[config.mk]
export PLATFORM = sky130hd
export DESIGN_NAME = dfs_engine
export DESIGN_NICKNAME = d
export VERILOG_FILES = /design/src/design/dfs_pkg.sv /design/src/design/dfs_engine.sv
export SDC_FILE = /design/constraint.sdc
export NUM_CORES = 2
export LEC_CHECK = 0
export BUFFER_PORTS_ARGS = -buffer_cell sky130_fd_sc_hd__buf_2
export CELL_PAD_IN_SITES_DETAIL_PLACEMENT = 1
export CELL_PAD_IN_SITES_GLOBAL_PLACEMENT = 1
export CORE_MARGIN = 2
export CORE_UTILIZATION = 39
export CTS_CLUSTER_DIAMETER = 150
export DETAILED_ROUTE_END_ITERATION = 10
export GPL_ROUTABILITY_DRIVEN = 1
export PLACE_DENSITY = 0.72
export SETUP_SLACK_MARGIN = 0.02
export SLEW_MARGIN = 40
export SYNTH_ARGS = -nofsm -noshare
export SYNTH_HDL_FRONTEND = slang
export SYNTH_SLANG_ARGS = --single-unit
export TNS_END_PERCENT = 1
[constraint.sdc]
create_clock -name i_clk -period 37 [get_ports i_clk]
set_input_delay 1.85 -clock i_clk [delete_from_list [all_inputs] [get_ports i_clk]]
set_output_delay 1.85 -clock i_clk [all_outputs]
set_load 0.005 [all_outputs]
[src/design/dfs_pkg.sv]
// Constants and carrier types for the disk format and status engine
package dfs_pkg;
   // Function codes
   localparam logic [7:0] FN_XSTAT = 8'h01;
   localparam logic [7:0] FN_FORMAT = 8'h02;
   // Track designation codes, format buffer byte 0
   localparam logic [7:0] DES_DATA = 8'h00;
   localparam logic [7:0] DES_ALT = 8'h40;
   localparam logic [7:0] DES_DEF = 8'h80;
   // Extended error code for a rejected designation
   localparam logic [7:0] XC_ILL_FMT = 8'h17;
   // Register byte offsets
   localparam logic [5:0] REG_CTRL = 6'h00;
   localparam logic [5:0] REG_WAKE = 6'h04;
   localparam logic [5:0] REG_FBUF0 = 6'h08;
   localparam logic [5:0] REG_FBUF1 = 6'h0c;
   localparam logic [5:0] REG_GEOM = 6'h10;
   localparam logic [5:0] REG_STAT = 6'h14;
   localparam logic [5:0] REG_XADDR = 6'h18;
   localparam logic [5:0] REG_TRACK = 6'h1c;
   localparam logic [5:0] REG_ALT = 6'h20;
   localparam logic [5:0] REG_IDFLG = 6'h24;
   localparam logic [5:0] REG_XCODE = 6'h28;
   // Field positions
   localparam int CTRL_START_BIT = 8;
   localparam int WAKE_XSTAT_BIT = 2;
   localparam int GEOM_SZ_LSB = 8;
   localparam int GEOM_FIXED_BIT = 16;
   localparam int HB_ILL_FMT = 6;
   localparam int SOFT_LSB = 3;
   // Reset values
   localparam logic [31:0] GEOM_RST = 32'h0001_0008;
   // Status transfer lengths
   localparam logic [3:0] STAT_LEN = 4'hc;
   localparam logic [3:0] STAT_LEN_X = 4'hd;
   // Sector framing
   localparam logic [10:0] ID_HDR_BYTES = 11'h004;
   localparam logic [10:0] SECT_BASE = 11'h080;
   localparam logic [15:0] CRC_INIT = 16'hffff;
   localparam logic [15:0] CRC_POLY = 16'h1021;
   // Track stream byte kinds
   localparam logic [1:0] K_ID = 2'h0;
   localparam logic [1:0] K_DATA = 2'h1;
   localparam logic [1:0] K_CHK = 2'h2;
   // Error lamp timing
   localparam longint CLK_PERIOD_NS = 8;
   localparam longint BLINK_NS = 64'd250_000_000;
   localparam int BLINK_CYC = int'(BLINK_NS / CLK_PERIOD_NS);
   localparam logic [3:0] GAP_TICKS = 4'h6;

   typedef struct packed {
      logic valid;
      logic [1:0] kind;
      logic [7:0] data;
   } dfs_trk_s;

   typedef struct packed {
      logic valid;
      logic [19:0] addr;
      logic [7:0] data;
   } dfs_mem_s;

   typedef struct packed {
      logic valid;
      logic sof;
      logic eof;
      logic ok;
      logic [7:0] data;
   } dfs_rd_s;
endpackage

[src/design/dfs_engine.sv]
// Disk track format, alternate redirect and status buffer engine
//
// The Avalon-MM interface to the registers and the placing of the registers were left to the implementer.
`timescale 1ns/1ps
module dfs_engine
   import dfs_pkg::*;
#(
   parameter int MAXS = 64,
   parameter int BLINK = BLINK_CYC
) (
   input wire logic i_clk,
   input wire logic i_sys_rst,
   input wire logic [5:0] i_address,
   input wire logic i_read,
   input wire logic i_write,
   input wire logic [31:0] i_writedata,
   output logic [31:0] o_readdata,
   output logic o_waitrequest,
   output dfs_trk_s o_trk,
   input wire logic i_trk_ready,
   input wire logic i_index,
   output dfs_mem_s o_mem,
   input wire logic i_mem_ready,
   input wire dfs_rd_s i_rd,
   input wire logic i_defect_acc,
   output logic o_alt_valid,
   output logic [15:0] o_alt_cyl,
   output logic [7:0] o_alt_head,
   input wire logic i_id_valid,
   input wire logic [7:0] i_id_flags,
   input wire logic [15:0] i_hard_evt,
   input wire logic [4:0] i_soft_evt,
   input wire logic i_alt_conflict,
   input wire logic i_xcode_valid,
   input wire logic [7:0] i_xcode,
   output logic o_error_indicator_led
);
   typedef enum {S_IDLE, S_CHECK, S_BUILD, S_WAITIDX, S_ID, S_DATA,
                 S_CHK, S_XFER} dfs_state_e;

   // Reduce a sum modulo the sector count
   function automatic logic [5:0] posmod(input logic [8:0] v,
                                         input logic [5:0] n);
      posmod = 6'(v % {3'h0, n});
   endfunction

   // One CRC step over a byte
   function automatic logic [15:0] crc_step(input logic [15:0] c,
                                            input logic [7:0] d);
      logic [15:0] r;
      r = c ^ {d, 8'h00};
      for (int k = 0; k < 8; k++) begin
         r = r[15] ? ((r << 1) ^ CRC_POLY) : (r << 1);
      end
      crc_step = r;
   endfunction

   dfs_state_e state;
   logic [7:0] func;
   logic busy;
   logic ext_en;
   logic wake_seen;
   logic [47:0] fbuf;
   logic [31:0] geom;
   logic [31:0] xaddr;
   logic [23:0] track;
   logic [15:0] st_hard;
   logic [4:0] st_soft;
   logic [7:0] st_xcode;
   logic [7:0] st_sect;
   logic [7:0] id_flags;
   logic [5:0] imap [MAXS];
   logic [MAXS-1:0] used;
   logic [5:0] bpos;
   logic [6:0] bsec;
   logic [5:0] pidx;
   logic [10:0] bcnt;
   logic [15:0] crc;
   logic chk_dat;
   logic [3:0] xi;
   logic [23:0] alt_acc;
   logic [1:0] alt_cnt;
   logic alt_arm;
   logic [31:0] btick;
   logic [1:0] bph;
   logic [4:0] bleft;

   ////////////////////////////////////////////////////////////////////
   // Bus decode and field views
   wire req = i_read | i_write;
   wire acc = req & ~o_waitrequest;
   wire wr_hit = i_write & ~o_waitrequest;
   wire [7:0] des = fbuf[7:0];
   wire [31:0] pattern = fbuf[39:8];
   wire [7:0] ifac_raw = fbuf[47:40];
   wire [7:0] ifac = (ifac_raw == 8'h00) ? 8'h01 : ifac_raw;
   wire [5:0] nsect = geom[5:0];
   wire fixed_media = geom[GEOM_FIXED_BIT];
   wire [10:0] sect_len = SECT_BASE << geom[GEOM_SZ_LSB +: 2];
   wire des_known = (des == DES_DATA) | (des == DES_ALT) | (des == DES_DEF);
   wire des_ok = (des == DES_DATA) | (des_known & fixed_media);
   wire trk_adv = ~o_trk.valid | i_trk_ready;
   wire mem_adv = ~o_mem.valid | i_mem_ready;
   wire [5:0] cur_sect = imap[pidx];
   wire [3:0] st_len = ext_en ? STAT_LEN_X : STAT_LEN;
   wire [19:0] mem_base = {xaddr[31:16], 4'h0} + {4'h0, xaddr[15:0]};

   // Status buffer image; reserved bits forced low
   wire [7:0] st_b0 = {st_hard[7:3], 3'h0};
   wire [7:0] st_b1 = st_hard[15:8];
   wire [7:0] st_b2 = {st_soft, 3'h0};
   wire [103:0] st_img = {st_xcode, 8'h00, 32'h0, st_sect, track[7:0],
                          track[15:8], track[23:16], st_b2, st_b1,
                          st_b0};
   wire [7:0] st_byte = st_img[{xi, 3'h0} +: 8];

   // ID field bytes: cylinder, head, sector
   wire [7:0] id_byte = (bcnt == 11'h000) ? track[23:16] :
                        (bcnt == 11'h001) ? track[15:8] :
                        (bcnt == 11'h002) ? track[7:0] :
                        {2'h0, cur_sect};

   // Each data byte repeats the four-byte pattern in order
   wire [7:0] pat_byte = pattern[{bcnt[1:0], 3'h0} +: 8];

   // Register read selection
   wire [31:0] rd_mux =
      (i_address == REG_CTRL) ? {23'h0, busy, func} :
      (i_address == REG_WAKE) ? {29'h0, ext_en, 1'b0, wake_seen} :
      (i_address == REG_FBUF0) ? fbuf[31:0] :
      (i_address == REG_FBUF1) ? {16'h0, fbuf[47:32]} :
      (i_address == REG_GEOM) ? geom :
      (i_address == REG_STAT) ? {8'h0, st_b2, st_b1, st_b0} :
      (i_address == REG_XADDR) ? xaddr :
      (i_address == REG_TRACK) ? {8'h0, track} :
      (i_address == REG_ALT) ? {7'h0, o_alt_valid, o_alt_cyl, o_alt_head} :
      (i_address == REG_IDFLG) ? {24'h0, id_flags} :
      (i_address == REG_XCODE) ? {24'h0, st_xcode} : 32'h0;

   wire start_wr = wr_hit & (i_address == REG_CTRL)
                   & i_writedata[CTRL_START_BIT] & ~busy;

   ////////////////////////////////////////////////////////////////////
   // Bus slave: one wait cycle, then answer
   always_ff @(posedge i_clk or posedge i_sys_rst) begin
      if (i_sys_rst) begin
         o_waitrequest <= 1'b1;
         o_readdata <= 32'h0;
      end else begin
         o_waitrequest <= ~(req & o_waitrequest);
         if (req & o_waitrequest) begin
            o_readdata <= rd_mux;
         end
      end
   end

   // Configuration registers; frozen while a function runs
   always_ff @(posedge i_clk or posedge i_sys_rst) begin
      if (i_sys_rst) begin
         fbuf <= 48'h0;
         geom <= GEOM_RST;
         xaddr <= 32'h0;
         track <= 24'h0;
      end else if (wr_hit & ~busy) begin
         if (i_address == REG_FBUF0) fbuf[31:0] <= i_writedata;
         if (i_address == REG_FBUF1) fbuf[47:32] <= i_writedata[15:0];
         if (i_address == REG_GEOM) geom <= i_writedata;
         if (i_address == REG_XADDR) xaddr <= i_writedata;
         if (i_address == REG_TRACK) track <= i_writedata[23:0];
      end
   end

   // Wake-up block: only the first write after reset counts
   always_ff @(posedge i_clk or posedge i_sys_rst) begin
      if (i_sys_rst) begin
         wake_seen <= 1'b0;
         ext_en <= 1'b0;
      end else if (wr_hit & (i_address == REG_WAKE) & ~wake_seen) begin
         wake_seen <= 1'b1;
         ext_en <= i_writedata[WAKE_XSTAT_BIT];
      end
   end

   ////////////////////////////////////////////////////////////////////
   // Status buffer; events win over the clear at function start
   always_ff @(posedge i_clk or posedge i_sys_rst) begin
      if (i_sys_rst) begin
         st_hard <= 16'h0;
         st_soft <= 5'h0;
         st_xcode <= 8'h0;
      end else begin
         if (start_wr & (i_writedata[7:0] != FN_XSTAT)) begin
            st_hard <= i_hard_evt;
            st_soft <= i_soft_evt;
            st_xcode <= i_xcode_valid ? i_xcode : 8'h00;
         end else begin
            st_hard <= st_hard | i_hard_evt;
            st_soft <= st_soft | i_soft_evt;
            if (i_xcode_valid) st_xcode <= i_xcode;
         end
         if (i_alt_conflict) st_hard[HB_ILL_FMT] <= 1'b1;
         if ((state == S_CHECK) & ~des_ok) begin
            st_hard[HB_ILL_FMT] <= 1'b1;
            st_xcode <= XC_ILL_FMT;
         end
      end
   end

   // Read ID flag byte for alternate availability
   always_ff @(posedge i_clk or posedge i_sys_rst) begin
      if (i_sys_rst) id_flags <= 8'h0;
      else if (i_id_valid) id_flags <= i_id_flags;
   end

   ////////////////////////////////////////////////////////////////////
   // Function sequencer: format track and status transfer
   always_ff @(posedge i_clk or posedge i_sys_rst) begin
      if (i_sys_rst) begin
         state <= S_IDLE;
         busy <= 1'b0;
         func <= 8'h0;
         used <= '0;
         bpos <= 6'h0;
         bsec <= 7'h0;
         pidx <= 6'h0;
         bcnt <= 11'h0;
         crc <= CRC_INIT;
         chk_dat <= 1'b0;
         xi <= 4'h0;
         st_sect <= 8'h0;
         o_trk <= '0;
         o_mem <= '0;
      end else begin
         if (i_trk_ready) o_trk.valid <= 1'b0;
         if (i_mem_ready) o_mem.valid <= 1'b0;
         unique case (state)
            S_IDLE: if (start_wr) begin
               func <= i_writedata[7:0];
               busy <= 1'b1;
               xi <= 4'h0;
               used <= '0;
               bpos <= 6'h0;
               bsec <= 7'h1;
               if (i_writedata[7:0] == FN_FORMAT) state <= S_CHECK;
               else if (i_writedata[7:0] == FN_XSTAT) state <= S_XFER;
               else busy <= 1'b0;
            end
            S_CHECK: if (des_ok) state <= S_BUILD;
            else begin
               busy <= 1'b0;
               state <= S_IDLE;
            end
            // Place sectors by stepping the interleave factor
            S_BUILD: if (bsec > {1'b0, nsect}) begin
               state <= S_WAITIDX;
               pidx <= 6'h0;
            end else if (used[bpos]) begin
               bpos <= posmod({3'h0, bpos} + 9'h001, nsect);
            end else begin
               imap[bpos] <= bsec[5:0];
               used[bpos] <= 1'b1;
               bsec <= bsec + 7'h1;
               bpos <= posmod({3'h0, bpos} + {1'b0, ifac}, nsect);
            end
            // Slot zero holds sector one, so it follows the index
            S_WAITIDX: if (i_index) begin
               state <= S_ID;
               bcnt <= 11'h0;
               crc <= CRC_INIT;
            end
            S_ID: if (trk_adv) begin
               o_trk <= '{valid: 1'b1, kind: K_ID, data: id_byte};
               crc <= crc_step(crc, id_byte);
               bcnt <= bcnt + 11'h1;
               if (bcnt == ID_HDR_BYTES - 11'h1) begin
                  state <= S_CHK;
                  bcnt <= 11'h0;
                  st_sect <= {2'h0, cur_sect};
               end
            end
            S_CHK: if (trk_adv) begin
               o_trk <= '{valid: 1'b1, kind: K_CHK,
                          data: bcnt[0] ? crc[7:0] : crc[15:8]};
               bcnt <= bcnt + 11'h1;
               if (bcnt[0]) begin
                  bcnt <= 11'h0;
                  crc <= CRC_INIT;
                  chk_dat <= 1'b0;
                  // Header check leads to data; data check ends the slot
                  if (!chk_dat) begin
                     state <= S_DATA;
                  end else if (pidx == nsect - 6'h1) begin
                     state <= S_IDLE;
                     busy <= 1'b0;
                  end else begin
                     pidx <= pidx + 6'h1;
                     state <= S_ID;
                  end
               end
            end
            S_DATA: if (trk_adv) begin
               o_trk <= '{valid: 1'b1, kind: K_DATA, data: pat_byte};
               crc <= crc_step(crc, pat_byte);
               bcnt <= bcnt + 11'h1;
               if (bcnt == sect_len - 11'h1) begin
                  state <= S_CHK;
                  chk_dat <= 1'b1;
                  bcnt <= 11'h0;
               end
            end
            S_XFER: if (mem_adv) begin
               o_mem <= '{valid: 1'b1, addr: mem_base + {16'h0, xi},
                          data: st_byte};
               xi <= xi + 4'h1;
               if (xi == st_len - 4'h1) begin
                  state <= S_IDLE;
                  busy <= 1'b0;
               end
            end
            default: state <= S_IDLE;
         endcase
      end
   end

   ////////////////////////////////////////////////////////////////////
   // Alternate address capture from the first good data field after a defect access
   always_ff @(posedge i_clk or posedge i_sys_rst) begin
      if (i_sys_rst) begin
         alt_arm <= 1'b0;
         alt_cnt <= 2'h0;
         alt_acc <= 24'h0;
         o_alt_valid <= 1'b0;
         o_alt_cyl <= 16'h0;
         o_alt_head <= 8'h0;
      end else begin
         if (i_defect_acc) begin
            alt_arm <= 1'b1;
            o_alt_valid <= 1'b0;
         end else if (alt_arm & i_rd.valid) begin
            if (i_rd.sof) alt_cnt <= 2'h1;
            else if (alt_cnt != 2'h3) alt_cnt <= alt_cnt + 2'h1;
            if (i_rd.sof) alt_acc[23:16] <= i_rd.data;
            else if (alt_cnt == 2'h1) alt_acc[15:8] <= i_rd.data;
            else if (alt_cnt == 2'h2) alt_acc[7:0] <= i_rd.data;
            // A bad field is skipped; the next good one is used
            if (i_rd.eof & i_rd.ok & (alt_cnt == 2'h3)) begin
               alt_arm <= 1'b0;
               o_alt_valid <= 1'b1;
               o_alt_cyl <= alt_acc[23:8];
               o_alt_head <= alt_acc[7:0];
            end
         end
      end
   end

   ////////////////////////////////////////////////////////////////////
   // Lamp blinks the high digit, the low digit, then a pause
   always_ff @(posedge i_clk or posedge i_sys_rst) begin
      if (i_sys_rst) begin
         btick <= 32'h0;
         bph <= 2'h0;
         bleft <= 5'h0;
         o_error_indicator_led <= 1'b0;
      end else if (btick != 32'h0) begin
         btick <= btick - 32'h1;
      end else begin
         btick <= 32'(BLINK - 1);
         if (bleft != 5'h0) begin
            bleft <= bleft - 5'h1;
            o_error_indicator_led <= (bph != 2'h2) & ~o_error_indicator_led;
         end else begin
            o_error_indicator_led <= 1'b0;
            bph <= (bph == 2'h2) ? 2'h0 : bph + 2'h1;
            unique case (bph)
               2'h0: bleft <= {st_xcode[3:0], 1'b0};
               2'h1: bleft <= {1'b0, GAP_TICKS};
               default: bleft <= {st_xcode[7:4], 1'b0};
            endcase
         end
      end
   end
endmodule

==> run metrics <==
YS warnings=0; Mean Syn Cell Area=12.8 µm²; die footprint=106000 µm²; post-synth net total=3339; TritonCTS clock tree=built; number of antenna violations at the first check in global routing=9; CTS max path bufs=3; max incr delay on CP=0.60 ns; number of design rule violations left after detail routing=0; remaining number of nets flagged by the antenna check after routing=0; count of flip-flops with a built-in enable after synthesis=384; clock-pin slew on the worst setup and hold paths=0.07 ns; final layout net count=3520; Filler Cell Count=10770; total global-route track usage=0.231; hold wc startpoint=o_mem[21]$_DFFE_PP0P_; type of the most critical hold path=reg2reg; Worst setup SP type=flop; post-synthesis register bit count=854; origin of the critical flop-to-flop path=bpos[0]$_DFFE_PP0P_; first-pass GRT wire length=186000 µm; Seq. cell area=23300 µm²; number of detailed-routing iterations run before antenna repair=5; summed instance area of the synthesized netlist=40400 µm²; placed wire-length estimate after detailed placement=84600 µm; number of vias after detailed routing=27632; Final min period=18.21 ns; horizontal extent of the die=326 µm; unrepaired setup endpoints after global routing=false; Slew Limit Headroom=0.418; fmax=54.9 MHz; CP Data Required Time=37.54 ns; sequential share of the synthesized area=0.578; Fin Clk Skew=0.0389 ns; Die Ht=326 µm; outcome=finished clean; flip-flop cell with the highest count after synthesis=dfrtp_1; sort of element at the end of the critical path=flop; Worst Slack Setup Final=18.79 ns; end point of the worst hold path=o_mem[21]$_DFFE_PP0P_; number of hold-slack violations in the final timing report=0; final WL=123000 µm; CTS root buf=clkbuf_16; number of rows in the core area=118; Core Area=103000 µm²; critical path's slowest cell=or4_4; gate count of the mapped netlist=3155; pin count of the biggest net entering global routing=121; Routed WL per cell=25.6 µm; depth of the most critical reg-to-reg path=71; flop2flop setup slack=18.79 ns; data arrival time at the worst-slack endpoint=18.75 ns; final-report max-slew violation count=0; reg2reg end=bpos[1]$_DFFE_PP0P_; Post-CTS Hold Buffers=0; maximum net fanout on the critical path=28; number of I/O pins=197; effective utilization at floorplan=0.392; pre-CTS setup slack=18.67 ns; Cells on Worst Hold Path=2; total of cells resized after clock tree synthesis=0; clock insertion delay at the later pin of the skew report=0.70 ns; level count of the clock H-tree=3; initial drt markers=2349; post-detailed-route via-to-cell ratio=5.76; layout-stage area growth over the synthesis result=14.2%; via count of the first global-routing pass=28572; number of buffers created by CTS=92; Sink Count=854; Final Cycle Share=0.492; combined area of the multi-input logic cells=16300 µm²; most numerous cell on the critical path=o21a_1; buffers inserted during post-CTS setup optimization=0; fraction of layout cells with a size suffix above 1=0.246; max-capacitance violation count=0; count of input and output buffers=193; aggregate negative setup slack=0 ns; share of flip-flops with an asynchronous set or reset after synthesis=0.550; leftover overflow at the end of global routing=0; post-synth cell types=90; actual slew at the worst max-slew pin=0.871 ns; routability cong.=0.925; category of the most critical setup path=reg2reg; # setup viols final=0
## cells in the final DEF, fill, tap and decap left out, drive strengths merged, types with 31 or more instances in the layout
cell	instances
a21o	42
edfxtp	384
xor2	46
mux2i	33
o21ai	175
mux4	154
mux2	224
nand3	43
a21oi	187
inv	69
nor2	328
ha	83
dfrtp	451
nand2	245
xnor2	67
buf	250
o21a	31
nor3	57
clkbuf	122
## Yosys cell counts, types with 18 or more instances
library cell  count  area [µm²]
ha_1             83        1040
xnor2_1          67         587
nand2_1         245         920
nand3_1          43         215
dfstp_2          19         499
mux4_2          154        3470
o21a_1           31         233
buf_1            34         128
nor2_1          327        1230
clkbuf_1        119         447
a22o_1           23         201
nor2b_1          18         113
o21ai_0         171         856
a21oi_1         187         936
inv_1            64         240
nor3_1           57         285
edfxtp_1        384       11500
a221oi_1         28         245
xor2_1           46         403
mux2i_1          33         330
a21o_1           42         315
mux2_2          222        2500
dfrtp_1         451       11300
## per-stage QoR
step           utilization  area (µm²)  hold WS [ns]  std cells
2_1_floorplan            -       40400         0.433       3155
3_3_place_gp         0.416       42900         0.447       4619
3_5_place_dp         0.417       43000         0.457       4620
4_1_cts              0.447       46000         0.469       4789
5_1_grt              0.447       46100         0.490       4794
6_report             0.447       46100         0.469       4797
## sequential cells by signal, indices dropped and copies added, names as in the netlist, 6 cells and up
register    flops
pidx            6
st_sect         6
alt_acc        24
fbuf           48
bcnt           11
st_hard        13
st_xcode        8
used           64
o_mem          29
func            8
crc            16
imap          384
bsec            7
geom           32
o_alt_head      8
id_flags        8
o_alt_cyl      16
xaddr          32
o_trk          11
btick          32
o_readdata     32
track          24
bpos            6
## critical path: cells and delay by family (launching register included)
kind,cells,cell delay (ns)
adder cells (fa/ha/maj),9,2.60
multiplexers,3,1.16
AND/OR/NAND/NOR,18,4.38
AO/OA/AOI/OAI,38,8.94
buffers and inverters,3,0.58
flip-flops,1,0.35
## worst max-delay path by stage
stage | slack, ns | depth (start not counted) | to | start
after floorplan | 21.16 | 74 | bpos[3]$_DFFE_PP0P_ | bpos[1]$_DFFE_PP0P_
after global placement | 18.86 | 70 | bpos[1]$_DFFE_PP0P_ | bpos[0]$_DFFE_PP0P_
after detailed placement | 18.67 | 70 | bpos[1]$_DFFE_PP0P_ | bpos[0]$_DFFE_PP0P_
after CTS | 18.60 | 70 | bpos[1]$_DFFE_PP0P_ | bpos[0]$_DFFE_PP0P_
after global routing | 17.48 | 72 | bpos[1]$_DFFE_PP0P_ | bpos[0]$_DFFE_PP0P_
final | 18.79 | 71 | bpos[1]$_DFFE_PP0P_ | bpos[0]$_DFFE_PP0P_
## cell type report
cell class                      instances  area share
Multi-Input combinational cell       2073       0.353
Antenna cell                            6    0.000326
Clock buffer                          122      0.0537
Sequential cell                       854       0.506
Inverter                               65     0.00556
Timing Repair Buffer                  250      0.0313
Clock inverter                         47      0.0129
Tap cell                             1380      0.0375
## layer usage
layer / GRT usage / vias up / part of all wire
li1: - / 12193 / -
met1: 0.311 / 14341 / 0.42
met2: 0.377 / 865 / 0.48
met3: 0.0303 / 233 / 0.053
met4: 0.0966 / 0 / 0.043
met5: 0 / - / 0
## cells by family (layout without fill, tap and decap cells)
group / after synthesis / in the layout / share of synthesized area
AOI/OAI and AO/OA: 634 / 634 / 0.0990
DFF: 854 / 854 / 0.578
and+or+nand+nor: 828 / 828 / 0.0924
other: 0 / 6 / 0
xor gates and xnor gates: 113 / 113 / 0.0245
adders and majority gates: 87 / 87 / 0.0275
muxes: 411 / 411 / 0.157
buffers and inverters: 228 / 484 / 0.0223
Power is not shown: default switching activity piles up to over one toggle a cycle in this logic, so the estimate is an artifact.
